`config.mk`:
```
export PLATFORM = sky130hd
export DESIGN_NAME = tdcpi_top
export DESIGN_NICKNAME = d
export VERILOG_FILES = /design/src/core/tdcpi_pkg.sv /design/src/core/tdcpi_sync.sv /design/src/core/tdcpi_top.sv
export VERILOG_INCLUDE_DIRS = /design/src /design/src/core
export SDC_FILE = /design/constraint.sdc
export NUM_CORES = 1
export LEC_CHECK = 0
export BUFFER_PORTS_ARGS = -buffer_cell sky130_fd_sc_hd__buf_2
export CORE_UTILIZATION = 51
export DETAILED_ROUTE_END_ITERATION = 16
export PLACE_DENSITY = 0.85
export SETUP_SLACK_MARGIN = 0.15
export SLEW_MARGIN = 20
export SYNTH_ARGS = -nofsm -noshare
export SYNTH_HDL_FRONTEND = slang
export SYNTH_HIERARCHICAL = 1
export SYNTH_SLANG_ARGS = --single-unit
```
`constraint.sdc`:
```
create_clock -name clk_in -period 3.2 [get_ports clk_in]
set_clock_uncertainty 0.05 [all_clocks]
set_input_delay 0.64 -clock clk_in [delete_from_list [all_inputs] [get_ports clk_in]]
set_output_delay 0.64 -clock clk_in [all_outputs]
set_load 0.01 [all_outputs]
```
`src/core/tdcpi_cfg.svh`:
```
// Constants for the tape data channel and priority interrupt block
`ifndef TDCPI_CFG_SVH
`define TDCPI_CFG_SVH
`define TDCPI_ADDR_W 15
`define TDCPI_SYNC_W 10
`define TDCPI_WC_CELL 15'h0020
`define TDCPI_CA_CELL 15'h0021
`define TDCPI_OFF_CTRL 8'h00
`define TDCPI_OFF_STATUS 8'h04
`define TDCPI_OFF_VECTOR 8'h08
`define TDCPI_CTRL_DIR 0
`define TDCPI_CTRL_IE 1
`define TDCPI_CTRL_SPACE 2
`define TDCPI_CTRL_REINIT 3
`define TDCPI_ST_PEND 0
`define TDCPI_ST_REQ 1
`define TDCPI_ST_GRANT 2
`define TDCPI_ST_SHUT 3
`define TDCPI_ST_OVR 4
`define TDCPI_ST_IPEND 5
`define TDCPI_ST_IREQ 6
`define TDCPI_SI_EN_CH 0
`define TDCPI_SI_GRANT 1
`define TDCPI_SI_OVF 2
`define TDCPI_SI_IEN 3
`define TDCPI_SI_IGR 4
`define TDCPI_SI_TP 5
`define TDCPI_SI_READY 6
`define TDCPI_SI_CHAR 7
`define TDCPI_SI_DONE 8
`define TDCPI_SI_FAULT 9
`endif

```
`src/core/tdcpi_pkg.sv`:
```
// Types for the tape data channel and priority interrupt block
`include "tdcpi_cfg.svh"
package tdcpi_pkg;
	typedef enum logic [1:0] {
		TDCPI_IDLE = 2'h0,
		TDCPI_REQ = 2'h1,
		TDCPI_GRANT = 2'h3
	} tdcpi_ch_t;

	typedef struct packed {
		tdcpi_ch_t state;
		logic pend;
		logic ovr;
		logic shut;
		logic ipend;
		logic ireq;
		logic vgate;
		logic ctrl_dir;
		logic ctrl_ie;
		logic ctrl_space;
		logic [`TDCPI_ADDR_W-1:0] vec;
		logic ack;
		logic [31:0] rdat;
		logic grant_q;
		logic igr_q;
		logic tp_q;
		logic ready_q;
		logic char_q;
	} tdcpi_state_t;
endpackage

```
`src/core/tdcpi_sync.sv`:
```
// Two flip-flop synchroniser for a group of asynchronous levels
`timescale 1ns/10ps
`default_nettype none
module tdcpi_sync #(
	parameter int WIDTH = 1
) (
	input wire logic clk_in,
	input wire logic rst_n_in,
	input wire logic [WIDTH-1:0] async_in,
	output logic [WIDTH-1:0] sync_out
);
	logic [WIDTH-1:0] meta_reg;

	always_ff @(posedge clk_in or negedge rst_n_in) begin
		if (!rst_n_in) begin
			meta_reg <= '0;
			sync_out <= '0;
		end else begin
			meta_reg <= async_in;
			sync_out <= meta_reg;
		end
	end
endmodule // tdcpi_sync
`default_nettype wire

```
`src/core/tdcpi_top.sv`:
```
// Tape control data channel requester and priority interrupt requester
// Function
// Channel services after current instruction completes
// Word count at 32, address at 33
// Software loads count as two's complement
// Software loads address as first minus one
// Channel steals three input, four output cycles
// Service latency up to 30 microseconds tolerated
// Bus position nearer processor wins priority
// Pass channel enable chain on quickly
// Synchronise pending flag into channel request
// Requesting pulls lower devices' enable low
// Channel grant goes to all devices
// Granted requester drives word count address
// Channel increments word count in memory
// Channel broadcasts overflow when count hits zero
// Overflow shuts transfers until software reinitialises
// Read/write requests gated by device selection
// Channel fetches and increments current address
// Incremented address locates the data word
// Interrupt request pulls interrupt chain low
// Job done or enabled fault sets pending
// Timing pulse sets interrupt request, asserts line
// Interrupt grant places service address on bus
// Interrupt grant clears interrupt pending
// Pending still set at strobe flags overrun
// Record spacing selects single-cycle break
// Completed granted transfer clears pending flag
`timescale 1ns/10ps
`default_nettype none
`include "tdcpi_cfg.svh"
module tdcpi_top (
	input wire logic clk_in,
	input wire logic rst_n_in,
	input wire logic wb_cyc_in,
	input wire logic wb_stb_in,
	input wire logic wb_we_in,
	input wire logic [7:0] wb_adr_in,
	input wire logic [3:0] wb_sel_in,
	input wire logic [31:0] wb_dat_in,
	output logic [31:0] wb_dat_out,
	output logic wb_ack_out,
	input wire logic word_ready_in,
	input wire logic char_strobe_in,
	input wire logic job_done_flag_in,
	input wire logic fault_summary_flag_in,
	input wire logic channel_enable_input_in,
	input wire logic channel_grant_in,
	input wire logic channel_overflow_in,
	input wire logic interrupt_enable_input_in,
	input wire logic interrupt_grant_in,
	input wire logic bus_timing_pulse_in,
	output logic priority_enable_chain_out,
	output logic channel_request_line_out,
	output logic [`TDCPI_ADDR_W-1:0] io_addr_out,
	output logic io_addr_oe_out,
	output logic input_transfer_request_out,
	output logic output_transfer_request_out,
	output logic single_cycle_break_select_out,
	output logic interrupt_enable_output_out,
	output logic processor_interrupt_request_out,
	output logic [`TDCPI_ADDR_W-1:0] vector_out,
	output logic vector_oe_out,
	output logic overrun_error_out
);
	tdcpi_pkg::tdcpi_state_t r, n;
	logic [`TDCPI_SYNC_W-1:0] raw, s;
	logic s_en_ch, s_grant, s_ovf, s_ien, s_igr, s_tp, s_ready, s_char, s_done, s_fault;
	logic grant_rise, igr_rise, tp_rise, ready_rise, char_rise;
	logic bus_hit, wr_ack;
	logic [31:0] status_word;

	// Every bus pin and tape flag is asynchronous to this clock
	assign raw = {fault_summary_flag_in, job_done_flag_in, char_strobe_in, word_ready_in,
		bus_timing_pulse_in, interrupt_grant_in, interrupt_enable_input_in,
		channel_overflow_in, channel_grant_in, channel_enable_input_in};

	tdcpi_sync #(
		.WIDTH(`TDCPI_SYNC_W)
	) u_sync (
		.clk_in(clk_in),
		.rst_n_in(rst_n_in),
		.async_in(raw),
		.sync_out(s)
	);

	assign s_en_ch = s[`TDCPI_SI_EN_CH];
	assign s_grant = s[`TDCPI_SI_GRANT];
	assign s_ovf = s[`TDCPI_SI_OVF];
	assign s_ien = s[`TDCPI_SI_IEN];
	assign s_igr = s[`TDCPI_SI_IGR];
	assign s_tp = s[`TDCPI_SI_TP];
	assign s_ready = s[`TDCPI_SI_READY];
	assign s_char = s[`TDCPI_SI_CHAR];
	assign s_done = s[`TDCPI_SI_DONE];
	assign s_fault = s[`TDCPI_SI_FAULT];

	assign grant_rise = s_grant & ~r.grant_q;
	assign igr_rise = s_igr & ~r.igr_q;
	assign tp_rise = s_tp & ~r.tp_q;
	assign ready_rise = s_ready & ~r.ready_q;
	assign char_rise = s_char & ~r.char_q;

	assign bus_hit = wb_cyc_in & wb_stb_in;
	assign wr_ack = bus_hit & wb_we_in & r.ack;

	always_comb begin
		status_word = '0;
		status_word[`TDCPI_ST_PEND] = r.pend;
		status_word[`TDCPI_ST_REQ] = (r.state == tdcpi_pkg::TDCPI_REQ);
		status_word[`TDCPI_ST_GRANT] = (r.state == tdcpi_pkg::TDCPI_GRANT);
		status_word[`TDCPI_ST_SHUT] = r.shut;
		status_word[`TDCPI_ST_OVR] = r.ovr;
		status_word[`TDCPI_ST_IPEND] = r.ipend;
		status_word[`TDCPI_ST_IREQ] = r.ireq;
	end

	always_comb begin
		n = r;
		n.grant_q = s_grant;
		n.igr_q = s_igr;
		n.tp_q = s_tp;
		n.ready_q = s_ready;
		n.char_q = s_char;
		// Classic single cycle: ack one cycle after the strobe, dropped after one
		n.ack = bus_hit & ~r.ack;
		if (bus_hit && !r.ack) begin
			case (wb_adr_in)
				`TDCPI_OFF_CTRL: begin
					n.rdat = '0;
					n.rdat[`TDCPI_CTRL_DIR] = r.ctrl_dir;
					n.rdat[`TDCPI_CTRL_IE] = r.ctrl_ie;
					n.rdat[`TDCPI_CTRL_SPACE] = r.ctrl_space;
				end
				`TDCPI_OFF_STATUS: n.rdat = status_word;
				`TDCPI_OFF_VECTOR: n.rdat = {{(32-`TDCPI_ADDR_W){1'b0}}, r.vec};
				default: n.rdat = '0;
			endcase
		end
		if (wr_ack && wb_adr_in == `TDCPI_OFF_CTRL && wb_sel_in[0]) begin
			n.ctrl_dir = wb_dat_in[`TDCPI_CTRL_DIR];
			n.ctrl_ie = wb_dat_in[`TDCPI_CTRL_IE];
			n.ctrl_space = wb_dat_in[`TDCPI_CTRL_SPACE];
			if (wb_dat_in[`TDCPI_CTRL_REINIT]) begin
				n.shut = 1'b0;
			end
		end
		if (wr_ack && wb_adr_in == `TDCPI_OFF_VECTOR) begin
			if (wb_sel_in[0]) begin
				n.vec[7:0] = wb_dat_in[7:0];
			end
			if (wb_sel_in[1]) begin
				n.vec[`TDCPI_ADDR_W-1:8] = wb_dat_in[`TDCPI_ADDR_W-1:8];
			end
		end
		if (wr_ack && wb_adr_in == `TDCPI_OFF_STATUS && wb_sel_in[0]
			&& wb_dat_in[`TDCPI_ST_OVR]) begin
			n.ovr = 1'b0;
		end
		// Sets of ovr, shut, pend and ipend come after their clears so a coincident event is never lost
		if (char_rise && r.pend) begin
			n.ovr = 1'b1;
		end
		if (r.state == tdcpi_pkg::TDCPI_GRANT && s_ovf) begin
			n.shut = 1'b1;
		end
		case (r.state)
			tdcpi_pkg::TDCPI_IDLE: begin
				if (r.pend && s_en_ch && !r.shut) begin
					n.state = tdcpi_pkg::TDCPI_REQ;
				end
			end
			tdcpi_pkg::TDCPI_REQ: begin
				if (!s_en_ch) begin
					n.state = tdcpi_pkg::TDCPI_IDLE;
				end else if (grant_rise) begin
					n.state = tdcpi_pkg::TDCPI_GRANT;
				end
			end
			tdcpi_pkg::TDCPI_GRANT: begin
				if (!s_grant) begin
					n.state = tdcpi_pkg::TDCPI_IDLE;
					n.pend = 1'b0;
				end
			end
			default: n.state = tdcpi_pkg::TDCPI_IDLE;
		endcase
		if (ready_rise) begin
			n.pend = 1'b1;
		end
		// Interrupt side
		if (igr_rise) begin
			n.ipend = 1'b0;
			n.vgate = r.ireq;
			n.ireq = 1'b0;
		end else if (!s_ien) begin
			n.ireq = 1'b0;
		end else if (tp_rise && r.ipend) begin
			n.ireq = 1'b1;
		end
		if (!s_igr) begin
			n.vgate = 1'b0;
		end
		if (s_done || (s_fault && r.ctrl_ie)) begin
			n.ipend = 1'b1;
		end
	end

	always_ff @(posedge clk_in or negedge rst_n_in) begin
		if (!rst_n_in) begin
			r <= '0;
		end else begin
			r <= n;
		end
	end

	assign wb_ack_out = r.ack;
	assign wb_dat_out = r.rdat;
	// Chain passes two cycles after the enable pin; the synchroniser costs that much
	assign priority_enable_chain_out = s_en_ch & (r.state == tdcpi_pkg::TDCPI_IDLE);
	assign channel_request_line_out = (r.state == tdcpi_pkg::TDCPI_REQ);
	assign io_addr_out = `TDCPI_WC_CELL;
	assign io_addr_oe_out = (r.state == tdcpi_pkg::TDCPI_GRANT);
	assign input_transfer_request_out = io_addr_oe_out & ~r.ctrl_dir & ~r.ctrl_space;
	assign output_transfer_request_out = io_addr_oe_out & r.ctrl_dir & ~r.ctrl_space;
	assign single_cycle_break_select_out = r.ctrl_space;
	assign interrupt_enable_output_out = s_ien & ~r.ireq;
	assign processor_interrupt_request_out = r.ireq;
	assign vector_out = r.vec;
	assign vector_oe_out = r.vgate;
	assign overrun_error_out = r.ovr;
endmodule // tdcpi_top
`default_nettype wire

```
==> flow_summary.toml, run 1 <==
[sta]
setup_ws_ns = 1.183
worst_pin_slew_ns = 0.8136
drv_slew = 0
slew_headroom_pct = 45.76
hold_viol = 0
rsz0062_at_grt = "no"
fmax_mhz = 495.7
final-setup-viol-count = 0
final.min_clock_period_ns = 2.017
period_share_pct = 63.05
finalSetupTns_ns = 0

[global_route]
grt_use_total_pct = 18.40
antenna_found_initial = 0
grt_overflow = 0
grt_pass1_wl_um = 8307
grt_start_max_net_pins = 68
grt_pass1_vias = 1798

[cts]
numCtsBuffers = 9
cts_resized = 0
htreeDepth = 3
clk_pin_slew_ns = 0.07
post-cts-setup-buffer-count = 0
holdBufCountCts = 0
clk_latency_ns = 0.33
cts_tree = "yes"
clock-root-buffer = "clkbuf_8"
clk_path_buf_depth = 2
cts.sinks = 67

[place]
post-dp-hpwl_um = 3801
port_buffers = 80
place_ws_ns = 0.9936
routabilityCongestion = 0.7378

[power_and_ir_drop]
clock_power_share_pct = 44.4
pwr-share-seq_pct = 50.1
p_sw_share_pct = 22.30
p_sw_w = 0.0003895
p_comb_share_pct = 5.5
irDropWorstVdd_uv = 349.6
powerDensity_nw_per_um2 = 524.4
leakage_nw = 1.776
p_int_w = 0.001357

[hold_path]
hold-path-cell-count = 0
worstHoldStart = "u_sync/meta_reg[7]$_DFF_PN0_"
hp-class = "reg -> reg"
holdPathEnd = "u_sync/sync_out[7]$_DFF_PN0_"

[synth]
synthTopCellsByArea = "dfrtp_1, buf_4, mux2_2, nand2_1, o21ai_0"
syn-cell-area_sq_um = 2972
yosys_register_bits = 67
synth_top_area_share_pct = 56.42
synth-edff-count = 0
synth_area_leader_cell = "dfrtp_1"
synth_cell_type_count = 32
synthArstFlopShare_pct = 100.0
synth_area_per_cell_sq_um = 11.70
synth_flop_cell = "dfrtp_1"
yosysSeqAreaShare_pct = 56.42
syn_inst = 254
ys_warn_count = 6

[routing]
drc = 0
wl_per_cell_um = 13.51
vias_per_cell = 4.848
detail-route-antenna-nets = 0
wl_um = 5229
first_pass_iters = 4
vias = 1876
dr.first_iter.drc_count = 100

[critical_path]
critical_path_class = "reg -> out"
critPathLaunchType = "flop"
end_kind = "output port"
r2r_start = "wb_ack_out$_DFF_PN0_"
r2r_slack_ns = 1.65
timing.rr.end = "vector_out[3]$_DFFE_PN0P_"
r2r_cells = 3
arrival_ns = 1.33
cp.required_ns = 2.51
worst-path-max-fanout = 8

[die]
die_height_um = 78.33
chipWidth_um = 78.33
core_area_sq_um = 5574
rows = 27
io_pins = 132
die-area_sq_um = 6136
initial_utilization_pct = 53.31

[final_layout]
drive_gt1_share_pct = 39.37
nets = 369
antenna_cells = 0
layout_commonest_cell = "buf_2"
final_cell_mix = "buf_2, dfrtp_1, conb_1"
area_delta_synth_final_pct = 12.08

[run]
drv_cap = 0

[outcome]
status = "finished clean"
[synthesized netlist by cell type, types with 2 or more instances]
| cell type | count |
|---|---|
| nor2_1 | 4 |
| a22oi_1 | 6 |
| a21oi_1 | 2 |
| o31ai_1 | 6 |
| dfrtp_1 | 67 |
| nor3b_1 | 2 |
| conb_1 | 2 |
| clkbuf_1 | 4 |
| nor2b_1 | 5 |
| nand4_2 | 2 |
| buf_4 | 62 |
| mux2_2 | 21 |
| nand3b_1 | 2 |
| inv_1 | 7 |
| nand4_1 | 2 |
| nand2_1 | 29 |
| o21ai_0 | 13 |
| nand2b_1 | 2 |
| nand3_1 | 3 |
[area by class of cell]
| cell class | instances | area, sq um |
|---|---|---|
| fill | 501 | 2243 |
| sequential | 67 | 1677 |
| multi-input combinational | 142 | 892.1 |
| timing repair buffer | 82 | 415.4 |
| clock buffer | 10 | 137.6 |
| tap | 72 | 90.09 |
| clock inverter | 6 | 88.84 |
| inverter | 8 | 30.03 |
[power by group through the flow]
stage               combinational, W  sequential (W)  clock, W
floorplan                  0.0000726        0.000889         0
CTS                        0.0000977        0.000875  0.000792
global route                0.000110        0.000876  0.000824
finish                     0.0000968        0.000875  0.000775
global placement           0.0000958        0.000890         0
detailed placement         0.0000974        0.000891         0
[worst max-delay path, stage by stage, from the launching register on]
cell and delay (ns):
dfrtp_1 0.48, nand2_1 0.16, nor3b_1 0.20, buf_2 0.15
[routing by layer]
layer	vias up	track usage, %	share of wire (%)
li1	876	-	-
met1	932	20.86	40
met2	59	31.05	53
met3	9	5.349	4.9
met4	0	10.37	2.2
met5	-	0	0
[metrics by stage]
stage	instance area (sq um)	hold slack [ns]	util, %	cells	total power, W
floorplan	3084	0.2812	-	284	0.0009616
global placement	3104	0.2827	55.69	371	0.0009854
detailed placement	3104	0.2871	55.69	371	0.0009885
CTS	3331	0.3028	59.75	387	0.001764
global route	3331	0.3092	59.75	387	0.001809
finish	3331	0.3018	59.75	387	0.001746
[logic make-up after synthesis]
kind of cell	share of synthesized area, %
flip-flops	56.42
other	0.2527
multiplexers	8.295
AND/OR/NAND/NOR	10.74
buffers and inverters	17.35
AO/OA/AOI/OAI	6.947
[how the worst max path moves through the flow]
stage                      start                     endpoint  depth (start not counted)
6_report       r[62]$_DFFE_PN0P_  output_transfer_request_out                          3
5_1_grt        r[62]$_DFFE_PN0P_  output_transfer_request_out                          3
4_1_cts        r[62]$_DFFE_PN0P_  output_transfer_request_out                          3
3_5_place_dp        wb_adr_in[1]    vector_out[2]$_DFFE_PN0P_                          4
3_3_place_gp        wb_adr_in[1]    vector_out[6]$_DFFE_PN0P_                          4
2_1_floorplan       wb_adr_in[1]            r[54]$_DFFE_PN0P_                          3
(Power assumes the default switching activity.)
==> inputs of run 2 (changes only) <==
ABC_AREA = 1   (was unset)
CORE_UTILIZATION = 48   (was 51)
PLACE_DENSITY = 0.8   (was 0.85)
clock period = 2 ns   (was 3.2 ns; I/O delays follow)
==> run 2 against run 1 <==
Net effect: die area rose by 10%; sequential power rose by 60%; total power rose by 67%; final cell count rose by 20%; critical path type unchanged; critical endpoint unchanged; largest power group unchanged.
==> flow_summary.toml, run 2 <==
[sta]
final-setup-viol-count = 0
rsz0062_at_grt = "no"
worst_pin_slew_ns = 0.5651
finalSetupTns_ns = 0
final.min_clock_period_ns = 1.747
drv_slew = 0
holdWs_ns = 0.008182
fmax_mhz = 572.5
hold_viol = 0
slew_headroom_pct = 62.33
period_share_pct = 87.33

[final_layout]
drive_gt1_share_pct = 28.21
final_util_pct = 56.77
multiInputGateArea_sq_um = 912.1
nets = 444
antenna_cells = 0
layout_commonest_cell = "nand2_1"
final_cell_mix = "nand2_1, buf_2, dfrtp_1"
final-instance-count-excl-fill = 465
area_delta_synth_final_pct = 11.52
nFillCells = 560
seqCellArea_sq_um = 1677

[synth]
synth_flop_cell = "dfrtp_1"
yosysMostFrequentCell = "nand2_1"
synth_commonest_cells = "nand2_1, dfrtp_1, buf_4, nand3_1, inv_1"
syn-cell-area_sq_um = 3085
synth_cell_type_count = 27
yosysSeqAreaShare_pct = 54.34
synthTopCellsByArea = "dfrtp_1, buf_4, nand2_1, nand3_1, inv_1"
ys_warn_count = 6
synth_area_per_cell_sq_um = 9.350
synthArstFlopShare_pct = 100.0
synth-edff-count = 0
yosys_register_bits = 67
synth_top_area_share_pct = 54.34
syn_inst = 330
synth_area_leader_cell = "dfrtp_1"

[place]
routabilityCongestion = 0.7985
post-dp-hpwl_um = 4143
dp_cells = 449
port_buffers = 80

[die]
initial_utilization_pct = 50.91
io_pins = 132
rows = 28
chipWidth_um = 82.18
die-area_sq_um = 6753
die_height_um = 82.18
core_area_sq_um = 6061

[routing]
vias_per_cell = 4.531
detail-route-antenna-nets = 0
wl_per_cell_um = 12.25
dr.first_iter.drc_count = 111
drc = 0
vias = 2107
wl_um = 5695
first_pass_iters = 4

[critical_path]
worst-path-max-fanout = 5
critPathLaunchType = "flop"
arrival_ns = 1.30
cp.required_ns = 1.55
end_kind = "output port"
r2r_cells = 4
critical_path_class = "reg -> out"

[global_route]
grt_use_total_pct = 18.87
grt_start_max_net_pins = 68
grt_overflow = 0
grt_pass1_vias = 1997
grt_pass1_wl_um = 9190
antenna_found_initial = 0

[cts]
holdBufCountCts = 0
cts.sinks = 67
htreeDepth = 3
cts_tree = "yes"
clk_latency_ns = 0.35
clock-root-buffer = "clkbuf_8"
clk_path_buf_depth = 2
numCtsBuffers = 9
cts_resized = 0
clk_pin_slew_ns = 0.07
post-cts-setup-buffer-count = 0

[power_and_ir_drop]
powerDensity_nw_per_um2 = 848.5
irDropWorstVdd_uv = 814.8
leakage_nw = 1.962

[run]
drv_cap = 0

[outcome]
status = "finished clean"

[hold_path]
hp-class = "in -> async"
run 2: cell count changes after synthesis, moves of 3 or more:
cell,before,now
nor2b_1,5,0
clkbuf_1,4,0
o31ai_1,6,0
nand3_1,3,26
nor2_1,4,15
nor2_4,0,3
a22oi_1,6,0
inv_1,7,19
mux2_2,21,0
nand2_1,29,97
o21ai_2,0,4
run 2: path summary, 6_finish.rpt:
| check | from | endpoint | slack [ns] |
|---|---|---|---|
| max in group asynchronous | rst_n_in | u_sync/sync_out[4]$_DFF_PN0_ | 1.61 |
| min in group clk_in | channel_enable_input_in | u_sync/meta_reg[0]$_DFF_PN0_ | 0.11 |
| worst max register to register | wb_ack_out$_DFF_PN0_ | wb_dat_out[10]$_DFFE_PN0P_ | 0.54 |
| worst min register to register | u_sync/meta_reg[9]$_DFF_PN0_ | u_sync/sync_out[9]$_DFF_PN0_ | 0.30 |
| worst max-delay path | r[63]$_DFFE_PN0P_ | output_transfer_request_out | 0.25 |
| worst min-delay path | rst_n_in | u_sync/meta_reg[5]$_DFF_PN0_ | 0.008 |
run 2: cell families after synthesis:
kind of cell / share of synthesized area [%]
and+or+nand+nor: 21.33
buffers and inverters: 19.75
DFF: 54.34
AOI/OAI and AO/OA: 4.339
other: 0.2434
run 2: worst max-delay path: stages, from the launching register on:
cell     delay [ns]
dfrtp_1        0.37
nand2_1        0.09
inv_1          0.17
nand2_1        0.08
nor2_1         0.10
buf_2          0.14
run 2: report_power, final:
group	switching [W]	internal (W)
combinational	0.000105	0.0000500
sequential	0.0000146	0.00139
clock	0.000505	0.000858
total	0.000625	0.00229
run 2: routing by layer:
metal | global-route usage (%) | wire length (um) | vias to the layer above
met5 | 0 | 0 | -
met4 | 9.474 | 55 | 0
met3 | 6.593 | 366 | 7
met2 | 27.77 | 2713 | 72
met1 | 24.64 | 2559 | 979
li1 | - | - | 1049
run 2: cell type report:
cell class,count,share of cell area [%]
clock buffer,11,4.109
timing repair buffer,82,12.44
clock inverter,5,2.909
sequential,67,48.73
inverter,21,2.582
multi-input combinational,204,26.51
tap,75,2.727
run 2: per-stage QoR:
step                      power [W]  setup slack [ns]  area, sq um
after global placement     0.001579            0.3820         3199
after detailed placement   0.001584            0.3595         3199
final                      0.002920            0.2534         3441
after global routing       0.003037            0.1611         3441
after floorplan            0.001548            0.7085         3198
after CTS                  0.002946            0.2452         3441
